$ cat src/common/cwp_params.svh
// Purpose: Offsets, field positions, resets, counts
// Assumes: Included by its bare name
// Notes: Definitions only
`ifndef CWP_PARAMS_SVH
`define CWP_PARAMS_SVH
// ****************************************
// Register offsets
// ****************************************
`define CWP_OFS_WDT_CFG 16'h8009
`define CWP_OFS_PROT_CFG 16'h800a
`define CWP_OFS_WDT_CTRL 16'h0010
`define CWP_OFS_STATUS 16'h0011
// ****************************************
// Field positions
// ****************************************
`define CWP_MODE_HI 6
`define CWP_MODE_LO 5
`define CWP_PER_HI 4
`define CWP_PER_LO 0
`define CWP_LVP_BIT 13
`define CWP_STORE_WP_BIT 11
`define CWP_EEPROM_WP_BIT 10
`define CWP_CFG_WP_BIT 9
`define CWP_BOOT_WP_BIT 8
`define CWP_APP_WP_BIT 7
`define CWP_STORE_EN_N_BIT 4
`define CWP_BOOT_EN_N_BIT 3
`define CWP_BSIZE_HI 2
`define CWP_BSIZE_LO 0
`define CWP_CTRL_EN_BIT 0
`define CWP_CTRL_PER_HI 5
`define CWP_CTRL_PER_LO 1
// ****************************************
// Masks, resets and counts
// ****************************************
`define CWP_WDT_MASK 16'h3f7f
`define CWP_PROT_MASK 16'h2f9f
`define CWP_SOFT_PER_RESET 5'h0b
`define CWP_PER_SOFT_CODE 5'h1f
`define CWP_PER_MAX_CODE 5'h12
`define CWP_PER_BASE_EXP 5'h05
`define CWP_BOOT_MIN_WORDS 14'h0200
`define CWP_BOOT_MAX_SHIFT 3'h4
`define CWP_BSIZE_TOP 3'h7
`endif

$ cat src/common/cwp_pkg.sv
// Purpose: Types of the config word decoder
// Assumes: Nothing
// Notes: Constants live in cwp_params.svh
package cwp_pkg;
    // Watchdog operating modes
    typedef enum logic [1:0] {
        CWP_WDT_OFF = 2'h0,
        CWP_WDT_SOFT = 2'h1,
        CWP_WDT_AWAKE = 2'h2,
        CWP_WDT_ALWAYS = 2'h3
    } cwp_wdt_mode_t;
    // Load phase after reset
    typedef enum logic [0:0] {
        CWP_PH_LOAD = 1'h0,
        CWP_PH_RUN = 1'h1
    } cwp_phase_t;
endpackage : cwp_pkg

$ cat src/hdl/cwp_config_decode.sv
// Purpose: Decode watchdog and write protect config words
// Assumes: NVM words stable around reset release
// Notes: Protect decode outputs change only at reset; watchdog enable and period also follow sleep and control writes
`include "cwp_params.svh"
module cwp_config_decode
    import cwp_pkg::*;
#(
    parameter int PROG_MEM_WORDS = 16384
) (
    input wire logic ref_clk,
    input wire logic rst_n,
    input wire logic ce,
    input wire logic [15:0] reg_addr,
    input wire logic [15:0] reg_wdata,
    input wire logic reg_wr,
    input wire logic reg_rd,
    output logic [15:0] reg_rdata,
    input wire logic [15:0] nvm_wdt_word,
    input wire logic [15:0] nvm_prot_word,
    input wire logic nvm_reset_pin_enable,
    input wire logic lvp_session,
    input wire logic core_sleep,
    output logic decode_valid,
    output logic wdt_enable,
    output logic [4:0] wdt_div_exp,
    output logic reset_pin_is_reset,
    output logic lv_prog_entry_allowed,
    output logic hv_prog_only,
    output logic store_wr_allow,
    output logic eeprom_wr_allow,
    output logic config_wr_allow,
    output logic boot_wr_allow,
    output logic app_wr_allow,
    output logic storage_area_enable,
    output logic [13:0] boot_block_words,
    output logic [13:0] boot_block_last_addr,
    output logic [15:0] wdt_word_out,
    output logic [15:0] prot_word_out
);
    // Half of program memory, boot block ceiling
    localparam logic [13:0] HALF_WORDS = 14'(PROG_MEM_WORDS / 2);

    // ****************************************
    // Helper functions
    // ****************************************
    // Divider exponent for a period code
    function automatic logic [4:0] per_exp(input logic [4:0] code);
        logic [4:0] e;
        e = `CWP_PER_BASE_EXP;
        if (code <= `CWP_PER_MAX_CODE) begin
            e = code + `CWP_PER_BASE_EXP;
        end
        return e;
    endfunction : per_exp

    // Boot block words from enable and size code
    function automatic logic [13:0] boot_words(input logic en_n,
                                               input logic [2:0] code);
        logic [2:0] sh;
        logic [13:0] w;
        sh = `CWP_BSIZE_TOP - code;
        w = 14'h0000;
        if (sh > `CWP_BOOT_MAX_SHIFT) begin
            sh = `CWP_BOOT_MAX_SHIFT;
        end
        if (!en_n) begin
            w = `CWP_BOOT_MIN_WORDS << sh;
            if (w > HALF_WORDS) begin
                w = HALF_WORDS;
            end
        end
        return w;
    endfunction : boot_words

    // ****************************************
    // Address decode
    // ****************************************
    // Strobes qualified by clock enable
    logic wr_wdt_cfg;
    logic wr_prot_cfg;
    logic wr_ctrl;
    assign wr_wdt_cfg = ce && reg_wr && (reg_addr == `CWP_OFS_WDT_CFG);
    assign wr_prot_cfg = ce && reg_wr && (reg_addr == `CWP_OFS_PROT_CFG);
    assign wr_ctrl = ce && reg_wr && (reg_addr == `CWP_OFS_WDT_CTRL);

    // ****************************************
    // Load phase and latched decode
    // ****************************************
    cwp_phase_t phase_ff;       // Load or run
    cwp_phase_t nxt_phase;
    logic [15:0] dec_wdt_ff;    // Latched watchdog word
    logic [15:0] nxt_dec_wdt;
    logic [15:0] dec_prot_ff;   // Latched protect word
    logic [15:0] nxt_dec_prot;
    logic dec_pin_en_ff;        // Latched reset pin enable
    logic nxt_dec_pin_en;

    // Capture NVM words once after reset release
    always_comb begin
        nxt_phase = phase_ff;
        nxt_dec_wdt = dec_wdt_ff;
        nxt_dec_prot = dec_prot_ff;
        nxt_dec_pin_en = dec_pin_en_ff;
        case (phase_ff)
            CWP_PH_LOAD: begin
                // Take words, then hold till reset
                nxt_dec_wdt = nvm_wdt_word & `CWP_WDT_MASK;
                nxt_dec_prot = nvm_prot_word & `CWP_PROT_MASK;
                nxt_dec_pin_en = nvm_reset_pin_enable;
                nxt_phase = CWP_PH_RUN;
            end
            CWP_PH_RUN: begin
                nxt_phase = CWP_PH_RUN;
            end
            default: begin
                nxt_phase = CWP_PH_LOAD;
            end
        endcase
    end

    // Register load phase
    always_ff @(posedge ref_clk or negedge rst_n) begin
        if (!rst_n) begin
            phase_ff <= CWP_PH_LOAD;
            dec_wdt_ff <= 16'h0000;
            dec_prot_ff <= 16'h0000;
            dec_pin_en_ff <= 1'b0;
        end else if (ce) begin
            phase_ff <= nxt_phase;
            dec_wdt_ff <= nxt_dec_wdt;
            dec_prot_ff <= nxt_dec_prot;
            dec_pin_en_ff <= nxt_dec_pin_en;
        end
    end

    // Decoded fields
    cwp_wdt_mode_t dec_mode;
    logic [4:0] dec_per;
    assign dec_mode = cwp_wdt_mode_t'(dec_wdt_ff[`CWP_MODE_HI:`CWP_MODE_LO]);
    assign dec_per = dec_wdt_ff[`CWP_PER_HI:`CWP_PER_LO];

    // ****************************************
    // Programmer words and watchdog control
    // ****************************************
    logic [15:0] wdt_cfg_ff;    // Stored watchdog word
    logic [15:0] nxt_wdt_cfg;
    logic [15:0] prot_cfg_ff;   // Stored protect word
    logic [15:0] nxt_prot_cfg;
    logic soft_en_ff;           // Software watchdog enable
    logic nxt_soft_en;
    logic [4:0] soft_per_ff;    // Software period code
    logic [4:0] nxt_soft_per;

    // Load from NVM, then accept guarded writes
    always_comb begin
        nxt_wdt_cfg = wdt_cfg_ff;
        nxt_prot_cfg = prot_cfg_ff;
        nxt_soft_en = soft_en_ff;
        nxt_soft_per = soft_per_ff;
        if (phase_ff == CWP_PH_LOAD) begin
            // Mirror NVM contents
            nxt_wdt_cfg = nvm_wdt_word & `CWP_WDT_MASK;
            nxt_prot_cfg = nvm_prot_word & `CWP_PROT_MASK;
        end else begin
            if (wr_wdt_cfg) begin
                nxt_wdt_cfg = reg_wdata & `CWP_WDT_MASK;
            end
            if (wr_prot_cfg) begin
                nxt_prot_cfg = reg_wdata & `CWP_PROT_MASK;
                // Clearing refused in low voltage session
                if (lvp_session && prot_cfg_ff[`CWP_LVP_BIT]) begin
                    nxt_prot_cfg[`CWP_LVP_BIT] = 1'b1;
                end
                // Size frozen once boot block enabled
                if (!prot_cfg_ff[`CWP_BOOT_EN_N_BIT]) begin
                    nxt_prot_cfg[`CWP_BSIZE_HI:`CWP_BSIZE_LO] =
                        prot_cfg_ff[`CWP_BSIZE_HI:`CWP_BSIZE_LO];
                end
            end
            if (wr_ctrl) begin
                nxt_soft_en = reg_wdata[`CWP_CTRL_EN_BIT];
                // Period writable only under software control
                if (dec_per == `CWP_PER_SOFT_CODE) begin
                    nxt_soft_per = reg_wdata[`CWP_CTRL_PER_HI:`CWP_CTRL_PER_LO];
                end
            end
        end
    end

    // Register programmer words
    always_ff @(posedge ref_clk or negedge rst_n) begin
        if (!rst_n) begin
            wdt_cfg_ff <= 16'h0000;
            prot_cfg_ff <= 16'h0000;
            soft_en_ff <= 1'b0;
            soft_per_ff <= `CWP_SOFT_PER_RESET;
        end else if (ce) begin
            wdt_cfg_ff <= nxt_wdt_cfg;
            prot_cfg_ff <= nxt_prot_cfg;
            soft_en_ff <= nxt_soft_en;
            soft_per_ff <= nxt_soft_per;
        end
    end

    // ****************************************
    // Decoded outputs
    // ****************************************
    logic valid_ff;             // Decode taken
    logic wdt_en_ff;            // Watchdog running
    logic [4:0] exp_ff;         // Divider exponent
    logic [8:0] flags_ff;       // Pin and protect flags
    logic [13:0] bwords_ff;     // Boot block words
    logic nxt_valid;
    logic nxt_wdt_en;
    logic [4:0] nxt_exp;
    logic [8:0] nxt_flags;
    logic [13:0] nxt_bwords;

    // Compute watchdog and protection outputs
    always_comb begin
        nxt_valid = (phase_ff == CWP_PH_RUN);
        nxt_wdt_en = 1'b0;
        nxt_exp = per_exp(dec_per);
        nxt_flags = 9'h000;
        nxt_bwords = 14'h0000;
        if (phase_ff == CWP_PH_RUN) begin
            case (dec_mode)
                CWP_WDT_ALWAYS: nxt_wdt_en = 1'b1;
                CWP_WDT_AWAKE: nxt_wdt_en = !core_sleep;
                CWP_WDT_SOFT: nxt_wdt_en = soft_en_ff;
                CWP_WDT_OFF: nxt_wdt_en = 1'b0;
                default: nxt_wdt_en = 1'b0;
            endcase
            if (dec_per == `CWP_PER_SOFT_CODE) begin
                nxt_exp = per_exp(soft_per_ff);
            end
            // Reset pin, entry modes
            nxt_flags[0] = dec_prot_ff[`CWP_LVP_BIT] || dec_pin_en_ff;
            nxt_flags[1] = dec_prot_ff[`CWP_LVP_BIT];
            nxt_flags[2] = !dec_prot_ff[`CWP_LVP_BIT];
            // Region write permissions, storage area enable
            nxt_flags[3] = dec_prot_ff[`CWP_STORE_WP_BIT];
            nxt_flags[4] = dec_prot_ff[`CWP_EEPROM_WP_BIT];
            nxt_flags[5] = dec_prot_ff[`CWP_CFG_WP_BIT];
            nxt_flags[6] = dec_prot_ff[`CWP_BOOT_WP_BIT];
            nxt_flags[7] = dec_prot_ff[`CWP_APP_WP_BIT];
            nxt_flags[8] = !dec_prot_ff[`CWP_STORE_EN_N_BIT];
            nxt_bwords = boot_words(dec_prot_ff[`CWP_BOOT_EN_N_BIT],
                dec_prot_ff[`CWP_BSIZE_HI:`CWP_BSIZE_LO]);
        end
    end

    // Register decoded outputs
    always_ff @(posedge ref_clk or negedge rst_n) begin
        if (!rst_n) begin
            valid_ff <= 1'b0;
            wdt_en_ff <= 1'b0;
            exp_ff <= `CWP_PER_BASE_EXP;
            flags_ff <= 9'h000;
            bwords_ff <= 14'h0000;
        end else if (ce) begin
            valid_ff <= nxt_valid;
            wdt_en_ff <= nxt_wdt_en;
            exp_ff <= nxt_exp;
            flags_ff <= nxt_flags;
            bwords_ff <= nxt_bwords;
        end
    end

    // ****************************************
    // Read port
    // ****************************************
    logic [15:0] rdata_ff;      // Read data, one cycle later
    logic [15:0] nxt_rdata;

    // Mux read data, unmapped reads zero
    always_comb begin
        nxt_rdata = 16'h0000;
        if (reg_rd) begin
            case (reg_addr)
                `CWP_OFS_WDT_CFG: nxt_rdata = wdt_cfg_ff;
                `CWP_OFS_PROT_CFG: nxt_rdata = prot_cfg_ff;
                `CWP_OFS_WDT_CTRL: nxt_rdata = {10'h000, soft_per_ff, soft_en_ff};
                `CWP_OFS_STATUS: nxt_rdata = {9'h000, valid_ff, exp_ff, wdt_en_ff};
                default: nxt_rdata = 16'h0000;
            endcase
        end
    end

    // Register read data
    always_ff @(posedge ref_clk or negedge rst_n) begin
        if (!rst_n) begin
            rdata_ff <= 16'h0000;
        end else if (ce) begin
            rdata_ff <= nxt_rdata;
        end
    end

    // Output wiring
    assign reg_rdata = rdata_ff;
    assign decode_valid = valid_ff;
    assign wdt_enable = wdt_en_ff;
    assign wdt_div_exp = exp_ff;
    assign reset_pin_is_reset = flags_ff[0];
    assign lv_prog_entry_allowed = flags_ff[1];
    assign hv_prog_only = flags_ff[2];
    assign store_wr_allow = flags_ff[3];
    assign eeprom_wr_allow = flags_ff[4];
    assign config_wr_allow = flags_ff[5];
    assign boot_wr_allow = flags_ff[6];
    assign app_wr_allow = flags_ff[7];
    assign storage_area_enable = flags_ff[8];
    assign boot_block_words = bwords_ff;
    assign boot_block_last_addr = bwords_ff - 14'h0001;
    assign wdt_word_out = wdt_cfg_ff;
    assign prot_word_out = prot_cfg_ff;

    // ****************************************
    // Assertions
    // ****************************************
    // Run cycle with clock enable
    logic run_ce;
    assign run_ce = ce && (phase_ff == CWP_PH_RUN);
endmodule : cwp_config_decode

$ cat config.mk
export PLATFORM = sky130hd
export DESIGN_NAME = cwp_config_decode
export DESIGN_NICKNAME = d
export VERILOG_FILES = /design/src/common/cwp_pkg.sv /design/src/hdl/cwp_config_decode.sv
export VERILOG_INCLUDE_DIRS = /design/src /design/src/common
export SDC_FILE = /design/constraint.sdc
export NUM_CORES = 1
export LEC_CHECK = 0
export ABC_AREA = 1
export BUFFER_PORTS_ARGS = -buffer_cell sky130_fd_sc_hd__buf_4
export CORE_MARGIN = 1.5
export CORE_UTILIZATION = 52
export CTS_BUF_LIST = sky130_fd_sc_hd__clkbuf_8
export DETAILED_ROUTE_END_ITERATION = 8
export PLACE_DENSITY = 0.83
export SYNTH_ARGS = -nofsm -noshare
export SYNTH_HDL_FRONTEND = slang
export SYNTH_SLANG_ARGS = --single-unit
$ cat constraint.sdc
create_clock -name ref_clk -period 1.7 [get_ports ref_clk]
set_input_delay 0.17 -clock ref_clk [delete_from_list [all_inputs] [get_ports ref_clk]]
set_output_delay 0.17 -clock ref_clk [all_outputs]
set_load 0.03 [all_outputs]
# After elaboration in Yosys (flattened, before gate mapping)
# Cells that the tools add are included.
# classes
mux	20
eq_ne	11
n_lt_le_gt_ge	4
bitwise_logic	1
shifts	1
n_reduce_logical	16
add_sub_neg	4
# ops
operator	n
$mux 16	5
$pmux 16 s4	1
$mux 14	3
$eq 16x16->1 const B	2
$eq 16x5->1 const B	2
$mux 5	4
$gt 14x14->1 const B	1
$shl 10x3->14 const A	1
$sub 14x1->14 const B	1
$add 5x3->5 const B	2
$le 5x5->1 const B	2
$mux 3	3
$mux 9	1
$reduce_and 2->1	3
$reduce_and 3->1	2
$eq 5x5->1 const B	1
$logic_and 1x1->1	5
$eq 2x2->1 const B	2
$ne 2x2->1 const B	2
$pmux 1 s4	1
$reduce_and 4->1	1
$gt 3x3->1 const B	1
$logic_not 1->1	3
$sub 3x3->3 const A	1
6 further kinds	7
# word_totals
ff_bits	104
in_bits	72

# Longest topological paths before layout
# Gate-level depths: netlist (run 1).
# logic_depth
word_depth	9
mapped_depth	11

# Least setup slack after synthesis (run 1)
# No wires, ideal clock.
# synth_timing
path_type	register to output
from	reg bwords_ff[9], in the netlist boot_block_words[9]
to	out boot_block_last_addr[13]
arrival_time_ns	1.605
path_slack_ns	-0.075
stages_incl_launch_ff	5
n_path_buf	0
path_cell_list	dfrtp_1 > inv_1 > ha_1 > nand3_1 > xor2_1
# synth_via
elab_chain_len	1
# synth_rtl
item	line	source
start, declared	cwp_config_decode.sv:212	logic [13:0] bwords_ff;
start signal, assigned	cwp_config_decode.sv:266	bwords_ff <= nxt_bwords;
$sub 14x1->14	cwp_config_decode.sv:314	assign boot_block_last_addr = bwords_ff - 14'h0001;
end, declared	cwp_config_decode.sv:36	output logic [13:0] boot_block_last_addr,
# Every way passes these cells.

# Worst setup path after layout (run 1)
# Ends and elaborated chain as after synthesis.

==> impl_metrics.toml, run 1 <==
[run_status]
status = "finished clean"

[route]
routedWlPerCell_um = 14.46
via_count = 4193
dr.first_iter.drc_count = 276
final_antenna_net_count = 0
via_per_inst = 5.101
wl_um = 11890
first_pass_iters = 5
drc = 0

[finish]
fin_nets = 789
layout-drive-gt1-share_pct = 26.22
regArea_um2 = 2133
area_growth_pct = 27.31
multi_input_area_um2 = 1933
diodes = 0
nFillCells = 693

[setup_path]
crit_type = "flip-flop to output pin"
path_delay_family = "flip-flops"
path_buf_inv = 2
path_max_fanout = 4
max_stage_delay_ns = 0.41
cp_cell_sequence = "inv_2, ha_2, nand3_1, xor2_2, buf_4"
arrival_ns = 1.51
critPathCaptureType = "output pin"
critPathSlowestCell = "dfrtp_1"
crit_required_ns = 1.53
start_kind = "flip-flop"

[pwr]
p_per_area_nw_per_um2 = 763.8
worst_ir_drop_vdd_v = 0.0003879
switching_share_pct = 30.87
combPwrFrac_pct = 19.6
p_sw_mw = 1.354
clockPowerShare_pct = 30.0
p_int_mw = 3.034
leakagePower_nw = 3.134
sequentialPowerShare_pct = 50.3

[worst_hold_path]
min_path_type = "input port to flip-flop"

[grt]
grt_use_total_pct = 26.86
overflow = 0
grt_max_degree = 32
antenna_found_initial = 0
grt_pass1_wl_um = 18500
grt_pass1_vias = 4034

[synthesis]
synth.distinct_cells = 34
synth_area_per_cell_um2 = 7.822
syn-cell-area_um2 = 4513
yosys_warnings = 0
synthMuxAreaShare_pct = 0
synth-compound-area-share_pct = 11.89
synth_top_family_by_area = "simple AND/OR/NAND/NOR gates"
synth_xor_area_share_pct = 1.358
synth-simple-area-share_pct = 25.64
ys_seq_area_share_pct = 47.27
synth_fa_ha_area_share_pct = 1.386
syn_inst = 577
ys_seq_elements = 85

[timing]
period_minus_slack_ns = 1.684
finClkSkew_ns = 0.01399
hold_violations = 0
final_max_slew_viol_count = 0
fmax_mhz = 593.8
fin_ws_ns = 0.01603
period_share_pct = 99.06
report.final.setup_viol = 0
timing.hold.ws_ns = 0.01537

[clock_network]
cts_buffers = 9
cts_tree = "built"
post_cts.repair.setup_buffers = 0
clkSinkCount = 85
clk_path_buf_depth = 2
htreeDepth = 3
root_buffer = "clkbuf_8"
clk_pin_slew_worst_paths_ns = 0.09
worstSkewPairLatency_ns = 0.36

[place]
gp_congestion = 0.9244
portBuffers = 125
hpwl_um = 9160
preCtsSetupSlack_ns = 0.1261

[floorplanning]
dieArea_um2 = 9247
rows = 33
core_um2 = 8299
start_util_pct = 54.38
ios = 164
die_h_um = 96.16
die_x_um = 96.16

[flow_run]
maxCapViolCount = 0
## cell families after synthesis
logic type	after synthesis
and+or+nand+nor	273
buffers and inverters	111
AOI/OAI and AO/OA	94
DFF	85
xor gates and xnor gates	7
adders and majority gates	5
other	2
## cell usage after synthesis (all sizes together)
master | number | area share (%)
a21boi | 4 | 0.67
a21oi | 13 | 1.5
a22o | 3 | 0.58
a31oi | 1 | 0.14
buf | 37 | 6.1
clkbuf | 10 | 0.83
conb | 2 | 0.17
dfrtp | 80 | 44
dfstp | 5 | 2.9
ha | 5 | 1.4
inv | 64 | 5.3
nand2 | 192 | 16
nand3 | 35 | 3.9
nand4 | 1 | 0.14
nor2 | 44 | 5.2
o21a | 4 | 0.67
o21ai | 59 | 6.9
o22ai | 8 | 1.1
o31ai | 2 | 0.33
or2 | 1 | 0.14
xnor2 | 1 | 0.19
xor2 | 6 | 1.2
## per-stage QoR
step	util, %	instances	total power, mW	area, um2	TNS [ns]
global route	69.23	822	4.573	5746	-0.03457
CTS	69.20	822	4.399	5743	0
floorplan	-	603	2.751	4618	0
global placement	66.92	805	3.081	5554	0
detailed placement	66.92	805	3.104	5554	0
finish	69.23	822	4.388	5746	0
## routing by layer
layer | routed length (um) | track usage, % | up-vias
met5 | 0 | 0 | -
met4 | 339 | 12.01 | 0
met3 | 864 | 5.134 | 30
met2 | 5908 | 46.71 | 191
met1 | 4776 | 32.14 | 1943
li1 | - | - | 2029
## power by group through the flow
stage / clock (mW) / combinational, mW / sequential (mW)
floorplan: 0 / 0.381 / 2.37
global placement: 0 / 0.840 / 2.24
detailed placement: 0 / 0.860 / 2.24
CTS: 1.33 / 0.863 / 2.21
global route: 1.42 / 0.933 / 2.22
finish: 1.32 / 0.862 / 2.21
## final timing paths
check                                           startpoint                          end  slack, ns  cells after the start
max in group asynchronous                            rst_n  wdt_word_out[6]$_DFFE_PN0P_       0.87                      3
min in group asynchronous                            rst_n   wdt_div_exp[1]$_DFFE_PN0P_       0.26                      2
min                                   nvm_reset_pin_enable    dec_pin_en_ff$_DFFE_PN0P_       0.02                      3
max                        boot_block_words[9]$_DFFE_PN0P_     boot_block_last_addr[13]       0.02                      5
min reg2reg                     dec_prot_ff[4]$_DFFE_PN0P_      flags_ff[8]$_DFFE_PN0P_       0.48                      1
max reg2reg                     soft_per_ff[0]$_DFFE_PN1P_   wdt_div_exp[0]$_DFFE_PN1P_       0.20                      7
## tightest hold or removal path: stages
cell and delay [ns]:
buf_4 0.07, nand2_1 0.04, nand2_1 0.06
## what timing repair did
item / 4_1_cts / 5_1_grt
gates resized for setup: 0 / 3
endpoints found under the hold margin: 18 / 0
hold buffers: 1 / 0
setup endpoints to repair: 0 / 1
## state kept, by name, summed over array words and instances, names as in the netlist
register	cells
dec_pin_en_ff	1
flags_ff	9
nxt_valid	1
soft_per_ff	5
reg_rdata	14
prot_word_out	11
wdt_word_out	13
boot_block_words	5
wdt_div_exp	5
soft_en_ff	1
wdt_enable	1
dec_prot_ff	11
dec_wdt_ff	7
decode_valid	1
## cell type report
class,count,area share [%]
clock inverters,5,0.4791
inverters,64,4.181
multi-input cells,407,33.65
clock buffers,11,2.635
repair buffers,145,19.64
well taps,105,2.287
flip-flops and latches,85,37.13
## cell usage in the layout (no fill, tap or decap), types with 4 or more instances in the layout
master	Yosys	layout
a21boi_0	4	4
a21oi_1	12	12
buf_4	29	141
clkbuf_8	0	11
conb_1	2	28
dfrtp_1	80	80
dfstp_2	5	5
ha_1	5	4
inv_1	63	63
nand2_1	188	188
nand3_1	35	35
nor2_1	32	32
nor2_2	6	6
nor2_4	5	5
o21a_1	4	4
o21ai_0	54	54
o22ai_1	8	8
xor2_1	6	5
No activity file was read; power rests on OpenSTA's default activity.
==> run 2, diff against run 1 <==
--- a/config.mk
+++ b/config.mk
@@ -6,7 +6,7 @@
 export SDC_FILE = /design/constraint.sdc
 export NUM_CORES = 1
 export LEC_CHECK = 0
-export ABC_AREA = 1
+export ABC_AREA = 0
 export BUFFER_PORTS_ARGS = -buffer_cell sky130_fd_sc_hd__buf_4
 export CORE_MARGIN = 1.5
 export CORE_UTILIZATION = 52
==> impl_metrics.toml, run 2 <==
[pwr]
combPwrFrac_pct = 22.3
sequentialPowerShare_pct = 44.1
p_per_area_nw_per_um2 = 850.7
leakagePower_nw = 2.981
worst_ir_drop_vdd_v = 0.0004867
p_sw_mw = 1.601
switching_share_pct = 30.48
p_int_mw = 3.652
clockPowerShare_pct = 33.6

[synthesis]
synth_top_family_by_area = "simple AND/OR/NAND/NOR gates"
synth_top_area_share_pct = 43.57
synth.distinct_cells = 56
synth_edf_count = 0
yosys.area.top_type = "dfrtp_1"
syn_inst = 473
synth-simple-area-share_pct = 19.74
yosysMostFrequentCell = "dfrtp_1"
synth_ff_type = "dfrtp_1"
synth.area.top_cells = "dfrtp_1, buf_4, nand2_1"
synthMuxAreaShare_pct = 3.486
async_reset_ff_share_pct = 100.0
ys_seq_area_share_pct = 46.43
synth_xor_area_share_pct = 1.716
synth-compound-area-share_pct = 17.76
synth_area_per_cell_um2 = 9.713
yosys_warnings = 0
ys_seq_elements = 85
yosys-top-cells-count = "dfrtp_1, nand2_1, buf_4"
synth_fa_ha_area_share_pct = 1.362
syn-cell-area_um2 = 4594

[timing]
hold_violations = 0
fmax_mhz = 599.9
fin_tns_setup_ns = 0
period_share_pct = 98.05
report.final.setup_viol = 0
finClkSkew_ns = 0.007406
final_max_slew_viol_count = 0
rsz0062_at_grt = "yes"
period_minus_slack_ns = 1.667
timing.hold.ws_ns = 0.007898

[route]
drc = 0
via_count = 4459
dr.first_iter.drc_count = 338
via_per_inst = 5.953
wl_um = 13630
final_antenna_net_count = 0
first_pass_iters = 7
routedWlPerCell_um = 18.20

[setup_path]
critPathCaptureType = "output pin"
start_kind = "flip-flop"
path_buf_inv = 2
crit_required_ns = 1.53
crit_type = "flip-flop to output pin"
path_delay_family = "flip-flops"
cp_cell_sequence = "inv_2, ha_4, nor3b_4, xnor2_2, buf_6"
arrival_ns = 1.50
critPathSlowestCell = "dfrtp_1"
path_max_fanout = 3
max_stage_delay_ns = 0.40

[clock_network]
cts_tree = "built"
htreeDepth = 3
clk_path_buf_depth = 2
clk_pin_slew_worst_paths_ns = 0.09
cts_buffers = 9
root_buffer = "clkbuf_8"
worstSkewPairLatency_ns = 0.36
clkSinkCount = 85

[finish]
diodes = 0
mostFrequentLayoutCells = "buf_4, dfrtp_1, nand2_1, conb_1, nand2b_1"
layout-drive-gt1-share_pct = 36.19
layout_commonest_cell = "buf_4"
area_growth_pct = 34.40
fin_nets = 713
largest_reg_flops = 14

[floorplanning]
dieArea_um2 = 9408
ios = 164
rows = 34
die_x_um = 97.00
die_h_um = 97.00
start_util_pct = 53.20
core_um2 = 8636

[grt]
grt_pass1_wl_um = 21860
grt_max_degree = 32
antenna_found_initial = 0
grt_pass1_vias = 4325
grt_use_total_pct = 29.25
overflow = 0

[run_status]
status = "finished clean"

[place]
portBuffers = 125
hpwl_um = 10200
gp_congestion = 0.8806

[worst_hold_path]
min_path_type = "input port to flip-flop"

[flow_run]
maxCapViolCount = 0
[run 2: cell types whose count changed after synthesis, sizes merged, moves of 17 or more]
cell    before  now
o21ai       59   17
nor2        44    5
nand2b       0   19
nand3       35   18
nor3         0   20
nand2      192   65
inv         64   17
[run 2: worst reg2reg max path, cell delays in order, from the launching register on]
cell	delay, ns
dfrtp_1	0.39
ha_1	0.24
and4_1	0.24
and2_1	0.21
a32oi_1	0.29
mux2_2	0.21
[run 2: per-layer routing]
metal | global-route usage (%) | wire, um | vias up
li1 | - | - | 1983
met1 | 36.58 | 5231 | 2163
met2 | 48.68 | 6788 | 268
met3 | 5.564 | 1116 | 45
met4 | 14.27 | 494 | 0
met5 | 0 | 0 | -
[run 2: power groups by stage]
stage                     Sequential, mW  Combinational, mW  Clock, mW
final                               2.32               1.17       1.76
after global placement              2.35               1.12          0
after CTS                           2.31               1.17       1.76
after floorplan                     2.53              0.484          0
after detailed placement            2.35               1.14          0
after global routing                2.34               1.25       1.85
[run 2: final cells by class]
| type | count | area (um2) |
|---|---|---|
| Clock buffer | 9 | 123.9 |
| Clock inverter | 7 | 122.6 |
| Fill cell | 640 | 2461 |
| Inverter | 17 | 63.81 |
| Multi-Input combinational cell | 338 | 2168 |
| Sequential cell | 85 | 2133 |
| Tap cell | 108 | 135.1 |
| Timing Repair Buffer | 185 | 1428 |
[run 2: logic make-up (layout without fill, tap and decap cells)]
family	Yosys count	after routing
multiplexers	13	13
XOR/XNOR	9	9
buffers and inverters	76	218
adder cells (fa/ha/maj)	5	5
AND/OR/NAND/NOR	172	172
flip-flops	85	85
AO/OA/AOI/OAI	111	111
other	2	28
[run 2: stage by stage]
| stage | area, um2 | total power, mW | worst slack [ns] | utilization, % | instances |
|---|---|---|---|---|---|
| after floorplan | 4700 | 3.012 | 0.06257 | - | 499 |
| after global placement | 5841 | 3.461 | -0.02176 | 67.63 | 727 |
| after detailed placement | 5841 | 3.492 | -0.1098 | 67.63 | 727 |
| after CTS | 6170 | 5.252 | 0.01931 | 71.44 | 749 |
| after global routing | 6175 | 5.430 | -0.03524 | 71.50 | 749 |
| final | 6175 | 5.253 | 0.03307 | 71.50 | 749 |
[run 2: path summary, 6_finish.rpt]
| check | start | to | slack, ns | depth (start not counted) |
|---|---|---|---|---|
| max in group asynchronous | rst_n | wdt_div_exp[2]$_DFFE_PN1P_ | 0.74 | 3 |
| min in group asynchronous | rst_n | flags_ff[5]$_DFFE_PN0P_ | 0.26 | 2 |
| setup reg to reg | dec_wdt_ff[0]$_DFFE_PN0P_ | wdt_div_exp[2]$_DFFE_PN1P_ | 0.06 | 5 |
| hold reg to reg | dec_prot_ff[4]$_DFFE_PN0P_ | flags_ff[8]$_DFFE_PN0P_ | 0.46 | 1 |
| setup / recovery | boot_block_words[9]$_DFFE_PN0P_ | boot_block_last_addr[13] | 0.03 | 5 |
| hold / removal | nvm_prot_word[13] | dec_prot_ff[13]$_DFFE_PN0P_ | 0.008 | 3 |
[run 2: what timing repair did]
action                                  in CTS  in global routing
gates cloned                                 0                  0
hold endpoints to repair                    29                  0
gates resized for setup                      5                  2
setup buffers                                2                  0
endpoints found under the setup margin       1                  2
pin swaps                                    1                  0
hold buffers                                 4                  0
